[src/rtl/bsfu_pkg.sv]
// constants, field layouts and carrier types for the bit, shift and flag unit
// assumes one 40 MHz core clock and an AXI4-Lite register port of 32 bits
package bsfu_pkg;

  // ==========================================================================
  // widths
  localparam int unsigned DATA_W = 8;    // operand and flag width
  localparam int unsigned ADDR_W = 8;    // register bus byte address width
  localparam int unsigned BUS_W  = 32;   // register bus data width
  localparam int unsigned STRB_W = 4;    // byte lanes on the bus
  localparam int unsigned IO_N   = 4;    // entries in the i/o register file
  localparam int unsigned BIT_W  = 3;    // bit select width
  localparam int unsigned CMD_W  = 10;   // used bits of the command word

  // ==========================================================================
  // register byte offsets
  localparam logic [ADDR_W-1:0] OFS_OPERAND = 8'h00; // operand, rw
  localparam logic [ADDR_W-1:0] OFS_CMD     = 8'h04; // command, wo
  localparam logic [ADDR_W-1:0] OFS_RESULT  = 8'h08; // result, ro
  localparam logic [ADDR_W-1:0] OFS_FLAGS   = 8'h0c; // status_flags_reg, rw
  localparam logic [ADDR_W-1:0] OFS_IO_BASE = 8'h10; // i/o file, 4 words
  localparam int unsigned IO_HI  = 3;    // top bit of the i/o word index
  localparam int unsigned IO_LO  = 2;    // low bit of any word index

  // ==========================================================================
  // reset values
  localparam logic [DATA_W-1:0] RST_BYTE  = 8'h00;
  localparam logic [BUS_W-1:0]  RST_WORD  = 32'h0000_0000;

  // ==========================================================================
  // bus responses
  localparam logic [1:0] RESP_OKAY   = 2'h0;
  localparam logic [1:0] RESP_SLVERR = 2'h2;

  // ==========================================================================
  // flag positions inside status_flags_reg
  localparam logic [BIT_W-1:0] FLAG_C = 3'h0; // carry
  localparam logic [BIT_W-1:0] FLAG_Z = 3'h1; // zero
  localparam logic [BIT_W-1:0] FLAG_N = 3'h2; // negative
  localparam logic [BIT_W-1:0] FLAG_V = 3'h3; // two's complement overflow
  localparam logic [BIT_W-1:0] FLAG_S = 3'h4; // signed test
  localparam logic [BIT_W-1:0] FLAG_H = 3'h5; // half carry
  localparam logic [BIT_W-1:0] FLAG_T = 3'h6; // transfer
  localparam logic [BIT_W-1:0] FLAG_I = 3'h7; // global interrupt enable
  localparam int unsigned       MSB    = 7;    // operand sign bit
  localparam int unsigned       NIB    = 4;    // nibble width

  // ==========================================================================
  // operations carried by the command word
  typedef enum logic [3:0] {
    OP_NONE  = 4'h0,
    OP_SHL   = 4'h1,  // shift_left_logical
    OP_SHR   = 4'h2,  // shift_right_logical
    OP_RCL   = 4'h3,  // rotate_left_carry
    OP_RCR   = 4'h4,  // rotate_right_carry
    OP_SRA   = 4'h5,  // shift_right_arith
    OP_SWAP  = 4'h6,  // nibble swap
    OP_FSET  = 4'h7,  // flag_set_generic
    OP_FCLR  = 4'h8,  // flag_clear_generic
    OP_IOSET = 4'h9,  // io_bit_set
    OP_IOCLR = 4'ha,  // io_bit_clear
    OP_TPUT  = 4'hb,  // bit_to_transfer_flag
    OP_TGET  = 4'hc   // transfer_flag_to_bit
  } op_t;

  // command word, low bits of the bus word
  typedef struct packed {
    logic [1:0]       io_addr;  // bits 9:8, i/o entry
    logic             spare;    // bit 7, ignored
    logic [BIT_W-1:0] bit_sel;  // bits 6:4, bit or flag index
    op_t              op;       // bits 3:0
  } cmd_t;

endpackage : bsfu_pkg

[src/rtl/bit_shift_flag_unit.sv]
// bit, shift and flag execution unit of an 8-bit core, one op per command
// assumes an AXI4-Lite master on the same clock; ce freezes every flop except the check copy pf_q
//
// Operation
// - rotate left: carry in bit0, bit7 to carry
// - rotate right: carry in bit7, bit0 out
// - i/o bit set forces bit, flags untouched
// - i/o bit clear zeroes bit, flags untouched
// - bit store copies register bit to transfer
// - bit load writes transfer into register bit
// - overflow set drives overflow flag high
// - overflow clear drives overflow flag low
// - half carry set drives half carry high
// - half carry clear drives half carry low
// - sign set drives signed test flag high
// - sign clear drives signed test flag low
`timescale 1ns/1ps

module bit_shift_flag_unit
  import bsfu_pkg::*;
(
  // clock, reset, enable
  input  wire logic                          clk,
  input  wire logic                          rstn,
  input  wire logic                          ce,
  // write address channel
  input  wire logic [ADDR_W-1:0]             awaddr,
  input  wire logic                          awvalid,
  output logic                               awready,
  // write data channel
  input  wire logic [BUS_W-1:0]              wdata,
  input  wire logic [STRB_W-1:0]             wstrb,
  input  wire logic                          wvalid,
  output logic                               wready,
  // write response channel
  output logic [1:0]                         bresp,
  output logic                               bvalid,
  input  wire logic                          bready,
  // read address channel
  input  wire logic [ADDR_W-1:0]             araddr,
  input  wire logic                          arvalid,
  output logic                               arready,
  // read data channel
  output logic [BUS_W-1:0]                   rdata,
  output logic [1:0]                         rresp,
  output logic                               rvalid,
  input  wire logic                          rready,
  // core state seen by the rest of the chip
  output logic [DATA_W-1:0]                  status_flags,
  output logic [IO_N-1:0][DATA_W-1:0]        io_regs
);

  // ==========================================================================
  // state
  logic                     awready_q, wready_q, bvalid_q;
  logic                     arready_q, rvalid_q;
  logic [1:0]               bresp_q, rresp_q;
  logic [BUS_W-1:0]         rdata_q;
  logic                     aw_full_q, w_full_q;   // held write halves
  logic [ADDR_W-1:0]        waddr_q;               // held write address
  logic [BUS_W-1:0]         wdata_q;               // held write data
  logic [STRB_W-1:0]        wstrb_q;               // held strobes
  logic [DATA_W-1:0]        operand_q;             // general register copy
  logic [DATA_W-1:0]        result_q;              // last datapath result
  logic [DATA_W-1:0]        flags_q;               // status_flags_reg
  logic [IO_N-1:0][DATA_W-1:0] io_q;               // i/o register file

  // ==========================================================================
  // handshakes
  wire aw_hs  = awvalid & awready_q;
  wire w_hs   = wvalid & wready_q;
  wire b_done = bvalid_q & bready;
  wire ar_hs  = arvalid & arready_q;
  wire r_done = rvalid_q & rready;
  // write lands once both halves are held and no response is pending
  wire wr_go  = aw_full_q & w_full_q & ~bvalid_q;

  // ==========================================================================
  // write decode, word index compares
  wire [ADDR_W-1:IO_LO] widx = waddr_q[ADDR_W-1:IO_LO];
  wire hit_w_operand = widx == OFS_OPERAND[ADDR_W-1:IO_LO];
  wire hit_w_cmd     = widx == OFS_CMD[ADDR_W-1:IO_LO];
  wire hit_w_flags   = widx == OFS_FLAGS[ADDR_W-1:IO_LO];
  wire hit_w_io      = waddr_q[ADDR_W-1:IO_HI+1]
                       == OFS_IO_BASE[ADDR_W-1:IO_HI+1];
  wire [1:0] w_io_idx = waddr_q[IO_HI:IO_LO];
  wire lane0         = wstrb_q[0];       // all fields live in byte 0/1
  // result is read-only, so a write there is refused like a hole
  wire wr_mapped = hit_w_operand | hit_w_cmd | hit_w_flags | hit_w_io;
  wire [1:0] wr_resp = wr_mapped ? RESP_OKAY : RESP_SLVERR;
  wire wr_now        = wr_go & ce & lane0;
  wire exec          = wr_now & hit_w_cmd;   // command fires this edge

  // ==========================================================================
  // read decode
  wire [ADDR_W-1:IO_LO] ridx = araddr[ADDR_W-1:IO_LO];
  wire hit_r_operand = ridx == OFS_OPERAND[ADDR_W-1:IO_LO];
  wire hit_r_result  = ridx == OFS_RESULT[ADDR_W-1:IO_LO];
  wire hit_r_flags   = ridx == OFS_FLAGS[ADDR_W-1:IO_LO];
  wire hit_r_cmd     = ridx == OFS_CMD[ADDR_W-1:IO_LO];
  wire hit_r_io      = araddr[ADDR_W-1:IO_HI+1]
                       == OFS_IO_BASE[ADDR_W-1:IO_HI+1];
  wire [1:0] r_io_idx = araddr[IO_HI:IO_LO];
  // command is write-only and reads as zero with okay
  wire rd_mapped = hit_r_operand | hit_r_result | hit_r_flags
                   | hit_r_cmd | hit_r_io;
  wire [DATA_W-1:0] rd_byte =
      hit_r_operand ? operand_q :
      hit_r_result  ? result_q  :
      hit_r_flags   ? flags_q   :
      hit_r_io      ? io_q[r_io_idx] : RST_BYTE;
  wire [BUS_W-1:0] rd_word = {{(BUS_W-DATA_W){1'b0}}, rd_byte};

  // ==========================================================================
  // datapath
  wire cmd_t cmd = cmd_t'(wdata_q[CMD_W-1:0]);
  logic [DATA_W-1:0] res_d;    // result candidate
  logic [DATA_W-1:0] flg_d;    // flag candidate
  logic              cout;     // bit shifted out
  logic              is_shift; // shift family updates arithmetic flags
  logic              has_res;  // op writes the result register
  // one combinational pass; every op is single cycle
  always_comb begin
    res_d    = result_q;
    flg_d    = flags_q;
    cout     = 1'b0;
    is_shift = cmd.op inside {OP_SHL, OP_SHR, OP_RCL, OP_RCR, OP_SRA};
    has_res  = is_shift | (cmd.op == OP_SWAP) | (cmd.op == OP_TGET);
    unique case (cmd.op)
      OP_SHL: begin
        res_d    = {operand_q[MSB-1:0], 1'b0};
        cout     = operand_q[MSB];
        flg_d[FLAG_H] = operand_q[NIB-1];
      end
      OP_SHR: begin
        res_d    = {1'b0, operand_q[MSB:1]};
        cout     = operand_q[0];
      end
      OP_RCL: begin
        res_d    = {operand_q[MSB-1:0], flags_q[FLAG_C]};
        cout     = operand_q[MSB];
        flg_d[FLAG_H] = operand_q[NIB-1];
      end
      OP_RCR: begin
        res_d    = {flags_q[FLAG_C], operand_q[MSB:1]};
        cout     = operand_q[0];
      end
      OP_SRA: begin
        res_d    = {operand_q[MSB], operand_q[MSB:1]};
        cout     = operand_q[0];
      end
      // flags left alone on purpose
      OP_SWAP: res_d = {operand_q[NIB-1:0], operand_q[MSB:NIB]};
      // dedicated set/clear ops are this op with a fixed index
      OP_FSET: flg_d[cmd.bit_sel] = 1'b1;
      OP_FCLR: flg_d[cmd.bit_sel] = 1'b0;
      OP_TPUT: flg_d[FLAG_T] = operand_q[cmd.bit_sel];
      OP_TGET: begin
        res_d = operand_q;
        res_d[cmd.bit_sel] = flags_q[FLAG_T];
      end
      // i/o ops touch only the i/o file below
      OP_IOSET, OP_IOCLR, OP_NONE: ;
      default: ;   // spare codes do nothing
    endcase
    // shift family: zero, carry, negative, overflow = n xor c
    if (is_shift) begin
      flg_d[FLAG_C] = cout;
      flg_d[FLAG_Z] = res_d == RST_BYTE;
      flg_d[FLAG_N] = res_d[MSB];
      flg_d[FLAG_V] = res_d[MSB] ^ cout;
    end
  end
  // ==========================================================================
  // write channel: each half held until the response is taken
  always_ff @(posedge clk or negedge rstn) begin
    if (!rstn) begin
      awready_q <= 1'b1;
      wready_q  <= 1'b1;
      aw_full_q <= 1'b0;
      w_full_q  <= 1'b0;
      bvalid_q  <= 1'b0;
      bresp_q   <= RESP_OKAY;
      waddr_q   <= OFS_OPERAND;
      wdata_q   <= RST_WORD;
      wstrb_q   <= '0;
    end else if (ce) begin
      // address and data taken in either order
      if (aw_hs) begin
        aw_full_q <= 1'b1;
        awready_q <= 1'b0;
        waddr_q   <= awaddr;
      end
      if (w_hs) begin
        w_full_q <= 1'b1;
        wready_q <= 1'b0;
        wdata_q  <= wdata;
        wstrb_q  <= wstrb;
      end
      // response follows both halves
      if (wr_go) begin
        aw_full_q <= 1'b0;
        w_full_q  <= 1'b0;
        bvalid_q  <= 1'b1;
        bresp_q   <= wr_resp;
      end
      // reopen only after the master takes the response
      if (b_done) begin
        bvalid_q  <= 1'b0;
        awready_q <= 1'b1;
        wready_q  <= 1'b1;
      end
    end
  end

  // ==========================================================================
  // read channel: data one cycle after the address is taken
  always_ff @(posedge clk or negedge rstn) begin
    if (!rstn) begin
      arready_q <= 1'b1;
      rvalid_q  <= 1'b0;
      rdata_q   <= RST_WORD;
      rresp_q   <= RESP_OKAY;
    end else if (ce) begin
      if (ar_hs) begin
        arready_q <= 1'b0;
        rvalid_q  <= 1'b1;
        rdata_q   <= rd_word;
        rresp_q   <= rd_mapped ? RESP_OKAY : RESP_SLVERR;
      end else if (r_done) begin
        rvalid_q  <= 1'b0;
        arready_q <= 1'b1;
      end
    end
  end

  // ==========================================================================
  // operand, result and flags
  always_ff @(posedge clk or negedge rstn) begin
    if (!rstn) begin
      operand_q <= RST_BYTE;
      result_q  <= RST_BYTE;
      flags_q   <= RST_BYTE;
    end else begin
      if (wr_now && hit_w_operand) operand_q <= wdata_q[DATA_W-1:0];
      // software write and command never share a cycle
      if (wr_now && hit_w_flags) begin
        flags_q <= wdata_q[DATA_W-1:0];
      end else if (exec) begin
        flags_q <= flg_d;
      end
      if (exec && has_res) result_q <= res_d;
    end
  end

  // ==========================================================================
  // i/o register file, one entry per generate pass
  for (genvar gi = 0; gi < IO_N; gi++) begin : g_io
    wire sel_cmd = exec && cmd.io_addr == 2'(gi);
    wire sel_sw  = wr_now && hit_w_io && w_io_idx == 2'(gi);
    always_ff @(posedge clk or negedge rstn) begin
      if (!rstn) begin
        io_q[gi] <= RST_BYTE;
      end else if (sel_sw) begin
        io_q[gi] <= wdata_q[DATA_W-1:0];
      end else if (sel_cmd && cmd.op == OP_IOSET) begin
        io_q[gi][cmd.bit_sel] <= 1'b1;
      end else if (sel_cmd && cmd.op == OP_IOCLR) begin
        io_q[gi][cmd.bit_sel] <= 1'b0;
      end
    end
  end

  // ==========================================================================
  // outputs straight from flops
  assign awready      = awready_q;
  assign wready       = wready_q;
  assign bvalid       = bvalid_q;
  assign bresp        = bresp_q;
  assign arready      = arready_q;
  assign rvalid       = rvalid_q;
  assign rdata        = rdata_q;
  assign rresp        = rresp_q;
  assign status_flags = flags_q;
  assign io_regs      = io_q;

  // flags one cycle back, only the checks read these
  logic [DATA_W-1:0] pf_q;
  always_ff @(posedge clk) pf_q <= flags_q;
  wire [BIT_W-1:0] xb = cmd.bit_sel;
endmodule : bit_shift_flag_unit

[config.mk]
export PLATFORM = sky130hd
export DESIGN_NAME = bit_shift_flag_unit
export DESIGN_NICKNAME = d
export VERILOG_FILES = /design/src/rtl/bsfu_pkg.sv /design/src/rtl/bit_shift_flag_unit.sv
export SDC_FILE = /design/constraint.sdc
export NUM_CORES = 1
export LEC_CHECK = 0
export ABC_AREA = 1
export BUFFER_PORTS_ARGS = -buffer_cell sky130_fd_sc_hd__buf_2
export CAP_MARGIN = 20
export CELL_PAD_IN_SITES_DETAIL_PLACEMENT = 2
export CELL_PAD_IN_SITES_GLOBAL_PLACEMENT = 2
export CORE_MARGIN = 4
export CORE_UTILIZATION = 32
export DETAILED_ROUTE_END_ITERATION = 7
export PLACE_DENSITY = 0.84
export SETUP_SLACK_MARGIN = 0.2
export SLEW_MARGIN = 20
export SYNTH_ARGS = -nofsm -noshare
export SYNTH_HDL_FRONTEND = slang
export SYNTH_SLANG_ARGS = --single-unit
[constraint.sdc]
create_clock -name clk -period 3.25 [get_ports clk]
set_input_delay 0.1625 -clock clk [delete_from_list [all_inputs] [get_ports clk]]
set_output_delay 0.1625 -clock clk [all_outputs]
set_load 0.1 [all_outputs]
==> metrics, run 1 <==
fin crit share=79.9%; final net count=903; global-route wire length before repair=37300 um; outcome=completed; Max FO, Critical Path=11; Synth Area per Inst=7.32 um2; unrepaired setup endpoints after global routing=false; net switching power=3200 uW; setup TNS=0 ns; CP peak stage delay=0.69 ns; largest net degree at the start of global routing=66; worst-case reg-to-reg path depth=8; CTS tree=built; Post-Synthesis Cells=753; share of the yosys chip area belonging to registers=40.9%; Hold Vio Cnt, Final=0; Via density=5.42; area of the mapped netlist=5520 um2; initial antenna violation count=0; die extent in y=139 um; Num CTS Buffers=9; gr usage total=24.6%; htree depth=3; Internal=2560 uW; Clk pwr share=20.7%; max-capacitance violation count=0; final design utilization=38.4%; switching part of the total power=55.6%; FF+latch count, synth=90; final wirelength=23800 um; Cell Rows=47; Antenna Cells=0; CP startpoint=wdata_q[5]$_DFFE_PN0P_; vias in the first global route=6302; clock latency on the worst-skew pair=0.36 ns; FMAX=0.385 GHz; combinational share of power=47.1%; gr ovfl total=0; Starting Density=32.9%; post-route ant nets=0; Netlist cell types=37; Worst Setup End Kind=flip-flop; CTS Sinks=90; Worst Path Arrival=2.87 ns; dpl hpwl=17700 um; RR Startpoint=wdata_q[5]$_DFFE_PN0P_; worst endpoint required time=3.52 ns; Core ar.=16800 um2; worst hold path class=in -> reg; skew final=0.0128 ns; Final min period=2.60 ns; Setup WS pre-CTS=0.808 ns; fraction of layout cells with a size suffix above 1=17.8%; post-detailed-route wirelength per cell=22.2 um; Setup Fix Bufs, Post-CTS=0; actual slew at the worst max-slew pin=0.927 ns; Setup-failing EPs final=0; Syn-to-layout area delta=16.7%; DR pass1 iterations=5; DRC errors left=0; Pwr Total=5770 uW; CP max-delay cell=dfrtp_1; crit-path cells=nand3_1, inv_1, nand2_1, nand3_1, nand3_1, nor3_1, nand3_1, a21oi_1; vias post-DR=5793; Placer Congestion=0.855; P per Cell Area=896 nW/um2; R2R setup slack=0.65 ns; final slew viol count=0; commonest non-fill, non-tap cells in the layout=nand2_1 (231), dfrtp_1 (87), buf_2 (84); Die Wd=139 um; Most common cell on crit path=nand3_1; final setup margin=0.655 ns; full die area=19400 um2; Worst-path clk slew=0.07 ns; post_cts resized=0; Peak supply drop=0.000302 V; commonest non-fill, non-tap cell in the layout=nand2_1; Clock Path Buffers=2; Synth Warn #=0; # IOs=141; Worst Hold Launch=awaddr[2]; Rel. slew slack=37.7%; fraction of power consumed by sequential logic=32.2%; CTS root buf=clkbuf_16; Port-buffer cells=85; CP startpoint kind=flip-flop; drt initial violations=569; Pleak=0.00320 uW; Setup CP Type=reg -> reg
==> per-stage QoR <==
step / hold WS, ns / std cells / area, um2
CTS: 0.00630 / 1068 / 6440
finish: 0.0120 / 1068 / 6440
detailed placement: 0.341 / 1049 / 6080
global placement: 0.339 / 1049 / 6080
floorplan: -0.133 / 778 / 5610
global route: 0.0151 / 1068 / 6440
==> cells in the mapped netlist, drive strengths merged <==
library cell	instances	area (um2)
a21oi	31	155
o31ai	1	7.51
o21a	1	7.51
dfstp	3	78.8
clkinv	1	3.75
dfrtp	87	2180
a22oi	18	135
inv	73	274
or2	1	6.26
o221ai	1	8.76
clkbuf	4	15.0
a31oi	6	37.5
o21ai	68	340
nor4	1	21.3
nor3	6	52.6
buf	36	262
nand4	1	6.26
o22ai	4	25.0
o211ai	30	225
o311ai	1	8.76
conb	1	3.75
nand2	237	910
nor2	69	329
nand3	70	403
mux2	2	22.5
==> how the worst min path moves through the flow <==
stage | end | slack (ns) | depth (start not counted)
after global placement | asynchronous set/reset pin | 0.34 | 1
after CTS | waddr_q[4]$_DFFE_PN0P_ | 0.006 | 3
final | waddr_q[2]$_DFFE_PN0P_ | 0.01 | 3
after floorplan | asynchronous set/reset pin | -0.13 | 0
after global routing | wdata_q[2]$_DFFE_PN0P_ | 0.02 | 3
after detailed placement | asynchronous set/reset pin | 0.34 | 1
==> per-layer routing <==
layer / vias to the layer above / GRT usage [%] / wire, um
met1: 2925 / 33.4 / 10200
met3: 42 / 3.77 / 1510
met4: 0 / 7.21 / 652
met5: - / 0 / 0
met2: 202 / 40.9 / 11400
li1: 2624 / - / -
==> power by group through the flow <==
stage	logic [uW]	registers (uW)	clock network [uW]
floorplan	1330	2360	0
global placement	2590	1830	0
detailed placement	2670	1860	0
CTS	2700	1840	1210
global route	2910	1890	1260
finish	2710	1860	1200
==> kinds of logic (layout without fill, tap and decap cells) <==
| kind of cell | count (synthesis) | count (layout) | share of synthesized area, % |
|---|---|---|---|
| compound gates | 161 | 161 | 17.2 |
| buf+inv | 114 | 184 | 10.0 |
| flops | 90 | 90 | 40.9 |
| mux | 2 | 2 | 0.408 |
| other cells | 1 | 26 | 0.0680 |
| simple gates | 385 | 385 | 31.3 |
==> final cells by class <==
type,count,area (um2)
Clock inverter,6,88.8
Multi-Input combinational cell,574,2800
Sequential cell,90,2260
Inverter,74,278
Fill cell,1989,10300
Timing Repair Buffer,94,503
Tap cell,220,275
Clock buffer,10,239
==> critical path: cells and delay by family, from the launching register on <==
family	cells	cell delay (ns)
AO/OA/AOI/OAI	1	0.16
flip-flops	1	0.69
AND/OR/NAND/NOR	6	1.19
buffers and inverters	1	0.47
==> what timing repair did <==
| item | 4_1_cts | 5_1_grt |
|---|---|---|
| endpoints found under the setup margin | 0 | 0 |
| hold buffers | 3 | 0 |
| hold endpoints to repair | 62 | 0 |
Note: power is estimated with default switching activity, not from simulation.
==> run 2, diff against run 1 <==
--- a/config.mk
+++ b/config.mk
@@ -5,15 +5,15 @@
 export SDC_FILE = /design/constraint.sdc
 export NUM_CORES = 1
 export LEC_CHECK = 0
-export ABC_AREA = 1
+export ABC_AREA = 0
 export BUFFER_PORTS_ARGS = -buffer_cell sky130_fd_sc_hd__buf_2
 export CAP_MARGIN = 20
 export CELL_PAD_IN_SITES_DETAIL_PLACEMENT = 2
 export CELL_PAD_IN_SITES_GLOBAL_PLACEMENT = 2
 export CORE_MARGIN = 4
-export CORE_UTILIZATION = 32
+export CORE_UTILIZATION = 33
 export DETAILED_ROUTE_END_ITERATION = 7
-export PLACE_DENSITY = 0.84
+export PLACE_DENSITY = 0.78
 export SETUP_SLACK_MARGIN = 0.2
 export SLEW_MARGIN = 20
 export SYNTH_ARGS = -nofsm -noshare
==> constraint.sdc (replaced) <==
create_clock -name clk -period 2.6 [get_ports clk]
set_input_delay 0.13 -clock clk [delete_from_list [all_inputs] [get_ports clk]]
set_output_delay 0.13 -clock clk [all_outputs]
set_load 0.1 [all_outputs]
==> run 2 against run 1 <==
Synthesized cell count decreased by 19%; first-iteration DRC count decreased by 33%; power increased by 34%; sequential share of layout area decreased by 2.6 points; cell area increased by 8.3%; global-route usage decreased by 2.0 points; maximum frequency increased by 13%; clock power increased by 18%; wire length decreased by 4.8%; sequential cell count unchanged; die area increased by 4.0%; highest routed layer unchanged; area after synthesis increased by 7.6%.
==> metrics, run 2 <==
outcome=completed; Post-Synthesis Cells=612 (-19%); Starting Density=33.9% (+1.0 points); Peak supply drop=0.000589 V (+95%); Pleak=0.00317 uW (-1.1%); Via density=5.73 (+5.6%); global-route wire length before repair=35400 um (-5.1%); DRC errors left=0 (unchanged); area of the mapped netlist=5930 um2 (+7.6%); full die area=20200 um2 (+4.0%); vias post-DR=5351 (-7.6%); largest net degree at the start of global routing=48 (-27%); CTS Sinks=90 (unchanged); CP peak stage delay=0.79 ns (+0.10 ns); Core ar.=17500 um2 (+4.3%); Worst Path Arrival=2.53 ns (-0.34 ns); Setup CP Type=reg -> reg; Synth area leader=dfrtp_1; Port-buffer cells=85 (unchanged); CTS tree=built; htree depth=3 (unchanged); fraction of layout cells with a size suffix above 1=30.0% (+12 points); ys flop type=dfrtp_1; Clock Path Buffers=2 (unchanged); setup TNS=0 ns (unchanged); # IOs=141 (unchanged); final wirelength=22600 um (-4.8%); Antenna Cells=0 (unchanged); CP startpoint=bvalid$_DFFE_PN0P_; final net count=764 (-15%); Worst Hold Launch=wdata[7]; Synth Warn #=0 (unchanged); P per Cell Area=1110 nW/um2 (+24%); worst endpoint required time=2.84 ns (-0.68 ns); Worst Setup End Kind=flip-flop; final slew viol count=0 (unchanged); CTS root buf=clkbuf_16; Pwr Total=7760 uW (+34%); Async SR Flop Fraction=100% (unchanged); die extent in y=142 um (+2.0%); DR pass1 iterations=5 (unchanged); drt initial violations=379 (-33%); Filler Cell Count=1903 (-4.3%); commonest non-fill, non-tap cell in the layout=buf_2; vias in the first global route=5949 (-5.6%); Syn-to-layout area delta=17.6%; Cell Rows=48 (+2.1%); actual slew at the worst max-slew pin=0.812 ns (-0.116 ns); CP startpoint kind=flip-flop; post-route ant nets=0 (unchanged); gr usage total=22.7% (-2.0 points); Worst-path clk slew=0.07 ns (about the same); dpl hpwl=16400 um (-7.1%); Post-synth EDFFs=0 (unchanged); Synth Area per Inst=9.69 um2 (+32%); skew final=0.00920 ns (-0.00363 ns); Max FO, Critical Path=15 (+4); initial antenna violation count=0 (unchanged); Fin Hold WS=0.00398 ns (-0.00803 ns); worst hold path class=in -> reg; Die Wd=142 um (+2.0%); crit-path cells=and4b_4, nand2_4, or4_1, mux2_4; largest cells by area after synthesis=dfrtp_1 (37%), mux2_2 (7.4%), mux2i_1 (6.2%), buf_4 (3.9%), o21ai_0 (3.3%); post-detailed-route wirelength per cell=24.2 um (+8.9%); Final min period=2.29 ns (-0.305 ns); Num CTS Buffers=9 (unchanged); Hold Vio Cnt, Final=0 (unchanged); Setup-failing EPs final=0 (unchanged); gr ovfl total=0 (unchanged); FF+latch count, synth=90 (unchanged); RR Startpoint=bvalid$_DFFE_PN0P_; Placer Congestion=0.880 (+3.0%); Rel. slew slack=45.4% (+7.7 points); Netlist cell types=74 (+100%); CP max-delay cell=or4_1; post-synth top area share=36.7% (-2.8 points); Commonest cells post-synth=dfrtp_1 (87), nand2_1 (51), mux2_2 (39), o21ai_0 (39), mux2i_1 (37); fin crit share=88.1% (+8.2 points); share of the yosys chip area belonging to registers=38.0% (-2.9 points); unrepaired setup endpoints after global routing=true; clock latency on the worst-skew pair=0.36 ns (about the same); max-capacitance violation count=0 (unchanged); FMAX=0.437 GHz (+13%); top-count cell post-synth=dfrtp_1; commonest non-fill, non-tap cells in the layout=buf_2 (84), dfrtp_1 (83), nand2_1 (51)
run 2: changes by cell type in the layout (fill, tap and decap cells not counted), moves of 13 or more:
| cell | before | now |
|---|---|---|
| buf_4 | 7 | 40 |
| nand3_1 | 61 | 16 |
| mux2i_1 | 0 | 37 |
| o211ai_1 | 30 | 0 |
| inv_1 | 64 | 14 |
| a22oi_1 | 18 | 5 |
| a221oi_1 | 0 | 14 |
| mux2_2 | 0 | 39 |
| nand2b_1 | 0 | 13 |
| nor2_1 | 56 | 28 |
| o21ai_0 | 64 | 39 |
| nand2_1 | 231 | 51 |
| nor3_1 | 4 | 28 |
run 2: report_power, final:
part | total (uW) | internal [uW] | switching (uW) | leakage (uW)
clock network | 1410 | 779 | 628 | 0.000150
logic | 4040 | 1270 | 2760 | 0.00187
registers | 2310 | 1740 | 579 | 0.00115
run 2: final timing paths:
kind	end	slack, ns	cells past startpoint
max in group asynchronous	wdata_q[6]$_DFFE_PN0P_	1.52	3
min in group asynchronous	rdata[3]$_DFFE_PN0P_	0.33	2
max reg2reg	flip-flop	0.31	4
min reg2reg	awready$_DFFE_PN1P_	0.48	2
min	wdata_q[7]$_DFFE_PN0P_	0.004	2
max	flip-flop	0.31	4
run 2: cell families (layout without fill, tap and decap cells):
group	count (synthesis)	after routing	share of synthesized area (%)
flip-flops	90	90	38.0
AO/OA/AOI/OAI	142	142	15.8
XOR/XNOR	2	2	0.295
buffers and inverters	89	161	8.67
multiplexers	85	85	16.9
AND/OR/NAND/NOR	203	203	20.2
other	1	26	0.0632
run 2: final cells by class:
| cell class | instances | area [um2] | area share, % |
|---|---|---|---|
| Timing Repair Buffer | 131 | 821 | 11.8 |
| Clock buffer | 11 | 243 | 3.48 |
| Clock inverter | 5 | 61.3 | 0.879 |
| Inverter | 14 | 52.6 | 0.753 |
| Multi-Input combinational cell | 458 | 3260 | 46.7 |
| Tap cell | 225 | 282 | 4.04 |
| Sequential cell | 90 | 2260 | 32.4 |
run 2: repair_timing:
item / 4_1_cts / 5_1_grt
hold buffers: 4 / 0
setup endpoints to repair: 0 / 26
setup buffers: 0 / 2
endpoints found under the hold margin: 43 / 0
gates resized for setup: 0 / 4
run 2: worst max-delay path: cells and delay by family (launching register included):
kind	cells	cell delay [ns]
multiplexers	1	0.40
flip-flops	1	0.41
AND/OR/NAND/NOR	3	1.36
run 2: layer usage:
layer | wire length [um] | vias up | track usage (%)
met5 | 0 | - | 0.239
met4 | 506 | 0 | 7.58
li1 | - | 2378 | -
met1 | 9490 | 2785 | 28.4
met2 | 11500 | 149 | 38.9
met3 | 1150 | 39 | 4.64
run 2: per-stage QoR:
stage	setup WS (ns)	util (%)	std cells	area [um2]
global route	0.178	39.9	934	6980
finish	0.310	39.9	934	6980
global placement	0.349	37.8	912	6600
CTS	0.288	39.7	932	6940
detailed placement	0.331	37.8	912	6600
floorplan	0.210	-	637	6030
==> run 3, diff against run 2 <==
--- a/config.mk
+++ b/config.mk
@@ -11,9 +11,9 @@
 export CELL_PAD_IN_SITES_DETAIL_PLACEMENT = 2
 export CELL_PAD_IN_SITES_GLOBAL_PLACEMENT = 2
 export CORE_MARGIN = 4
-export CORE_UTILIZATION = 33
+export CORE_UTILIZATION = 30
 export DETAILED_ROUTE_END_ITERATION = 7
-export PLACE_DENSITY = 0.78
+export PLACE_DENSITY = 0.72
 export SETUP_SLACK_MARGIN = 0.2
 export SLEW_MARGIN = 20
 export SYNTH_ARGS = -nofsm -noshare
==> run 3 against run 2 <==
Register-to-register slack is essentially flat; utilization shrank 3.3 points; wire length grew 0.63%; sequential share of layout area shrank 0.73 points; via count shrank 1.1%; die area grew 9.4%; sequential power shrank 2%; power grew 2.2%; first-iteration DRC count shrank 28%; clock skew is essentially flat; worst hold slack gained 0.0046 ns; combinational power grew 2%; largest cell class unchanged; highest routed layer unchanged.
==> metrics, run 3 (synthesized netlist as in run 2, its figures left out) <==
global-route wire length before repair=35300 um (-0.21%); final wirelength=22800 um (+0.63%); CP startpoint kind=flip-flop; clock latency on the worst-skew pair=0.36 ns (about the same); commonest non-fill, non-tap cell in the layout=dfrtp_1; Worst-path clk slew=0.07 ns (about the same); CTS Sinks=90 (unchanged); fraction of layout cells with a size suffix above 1=30.2% (+0.17 points); Crit path max-delay family=simple AND/OR/NAND/NOR gates; # IOs=141 (unchanged); Pleak=0.00322 uW (+1.6%); crit-path cells=and4b_4, nand2_4, or4_1, mux2_4; Core ar.=19500 um2 (+11%); worst-case reg-to-reg path depth=4 (unchanged); dpl hpwl=16600 um (+0.93%); die extent in y=149 um (+4.6%); outcome=completed; largest net degree at the start of global routing=53 (+10%); Placer Congestion=0.936 (+6.4%); drt initial violations=273 (-28%); Final min period=2.30 ns (+0.00988 ns); CTS root buf=clkbuf_16; hold depth=2 (unchanged); Via density=5.40 (-5.7%); actual slew at the worst max-slew pin=0.738 ns (-0.0741 ns); max-capacitance violation count=0 (unchanged); Max FO, Critical Path=15 (unchanged); worst endpoint required time=2.84 ns (about the same); DRC errors left=0 (unchanged); Setup CP Type=reg -> reg; Worst Setup End Kind=flip-flop; skew final=0.00893 ns (-0.000268 ns); vias post-DR=5294 (-1.1%); Setup-failing EPs final=0 (unchanged); Buffers & Inverters on Critical Path=0 (unchanged); Rel. slew slack=50.8% (+5.4 points); worst hold path class=in -> reg; Starting Density=30.5% (-3.5 points); final design utilization=36.6% (-3.3 points); Hold Vio Cnt, Final=0 (unchanged); Die Wd=149 um (+4.6%); Num CTS Buffers=9 (unchanged); CP peak stage delay=0.79 ns (about the same); CP max-delay cell=or4_1; final net count=770 (+0.79%); Worst Path Arrival=2.54 ns (about the same); Worst Hold Launch=wdata[7]; fin crit share=88.5% (+0.38 points); Fin Hold WS=0.00855 ns (+0.00457 ns); commonest non-fill, non-tap cells in the layout=dfrtp_1 (86), buf_2 (84), nand2_1 (51); gr ovfl total=0 (unchanged); vias in the first global route=5834 (-1.9%); gr usage total=20.9% (-1.8 points); RR Startpoint=bvalid$_DFFE_PN0P_; post-detailed-route wirelength per cell=23.2 um (-4.1%); Peak supply drop=0.000481 V (-18%); full die area=22100 um2 (+9.4%); Port-buffer cells=85 (unchanged); DR pass1 iterations=4 (-1); final setup margin=0.300 ns (-0.00988 ns); htree depth=3 (unchanged); Antenna Cells=0 (unchanged); hold path endpoint=wdata_q[7]$_DFFE_PN0P_; post-route ant nets=0 (unchanged); setup TNS=0 ns (unchanged); Clock Path Buffers=2 (unchanged); initial antenna violation count=0 (unchanged); final slew viol count=0 (unchanged); R2R setup slack=0.30 ns (about the same); Cell Rows=51 (+6.3%); Setup WS pre-CTS=0.189 ns (-0.142 ns); P per Cell Area=1110 nW/um2 (about the same); unrepaired setup endpoints after global routing=true; Syn-to-layout area delta=20.1%; CTS tree=built; FMAX=0.435 GHz (-0.43%)
run 3: through the flow:
stage	power, uW	instance area, um2	cells
floorplan	5040	6030	637
global placement	6150	6690	957
detailed placement	6290	6690	957
CTS	7940	7110	980
global route	8330	7120	980
finish	7930	7120	980
run 3: timing repair:
item                                    in CTS  in global routing
cloned                                       0                  0
hold buffers                                 7                  0
endpoints found under the setup margin       1                  5
setup buffers                                0                  0
resized for setup                            3                  2
endpoints found under the hold margin       54                  0
pin swaps                                    0                  0
run 3: cell type report:
type | instances | area (um2)
clock inverter | 6 | 114
inverter | 14 | 52.6
timing repair buffer | 137 | 861
sequential | 90 | 2260
fill | 2149 | 12300
tap | 265 | 332
multi-input combinational | 458 | 3280
clock buffer | 10 | 229
run 3: metal layers:
layer / track usage [%] / share of wire, % / up-vias
met5: 0 / 0 / -
met4: 7.81 / 3.0 / 0
met3: 3.14 / 4.4 / 37
met2: 35.8 / 50 / 131
met1: 26.6 / 43 / 2738
li1: - / - / 2388
run 3: worst max-delay path by stage:
stage	from	endpoint	slack (ns)	cells after the start
after floorplan	bvalid$_DFFE_PN0P_	flip-flop	0.21	7
after global placement	wdata_q[6]$_DFFE_PN0P_	flip-flop	0.18	6
after detailed placement	wdata_q[6]$_DFFE_PN0P_	flip-flop	0.19	6
after CTS	wdata_q[4]$_DFFE_PN0P_	flip-flop	0.25	7
after global routing	wdata_q[4]$_DFFE_PN0P_	flip-flop	0.18	6
final	bvalid$_DFFE_PN0P_	flip-flop	0.30	4
run 3: worst register-to-register path: stages (launching register included):
cell	delay, ns
dfrtp_1	0.41
and4b_4	0.47
nand2_4	0.10
or4_1	0.79
mux2_4	0.41
run 3: report_power, final:
group / internal [uW] / switching [uW] / leakage, uW
Clock: 944 / 605 / 0.000159
Sequential: 1730 / 535 / 0.00116
Combinational: 1290 / 2820 / 0.00190
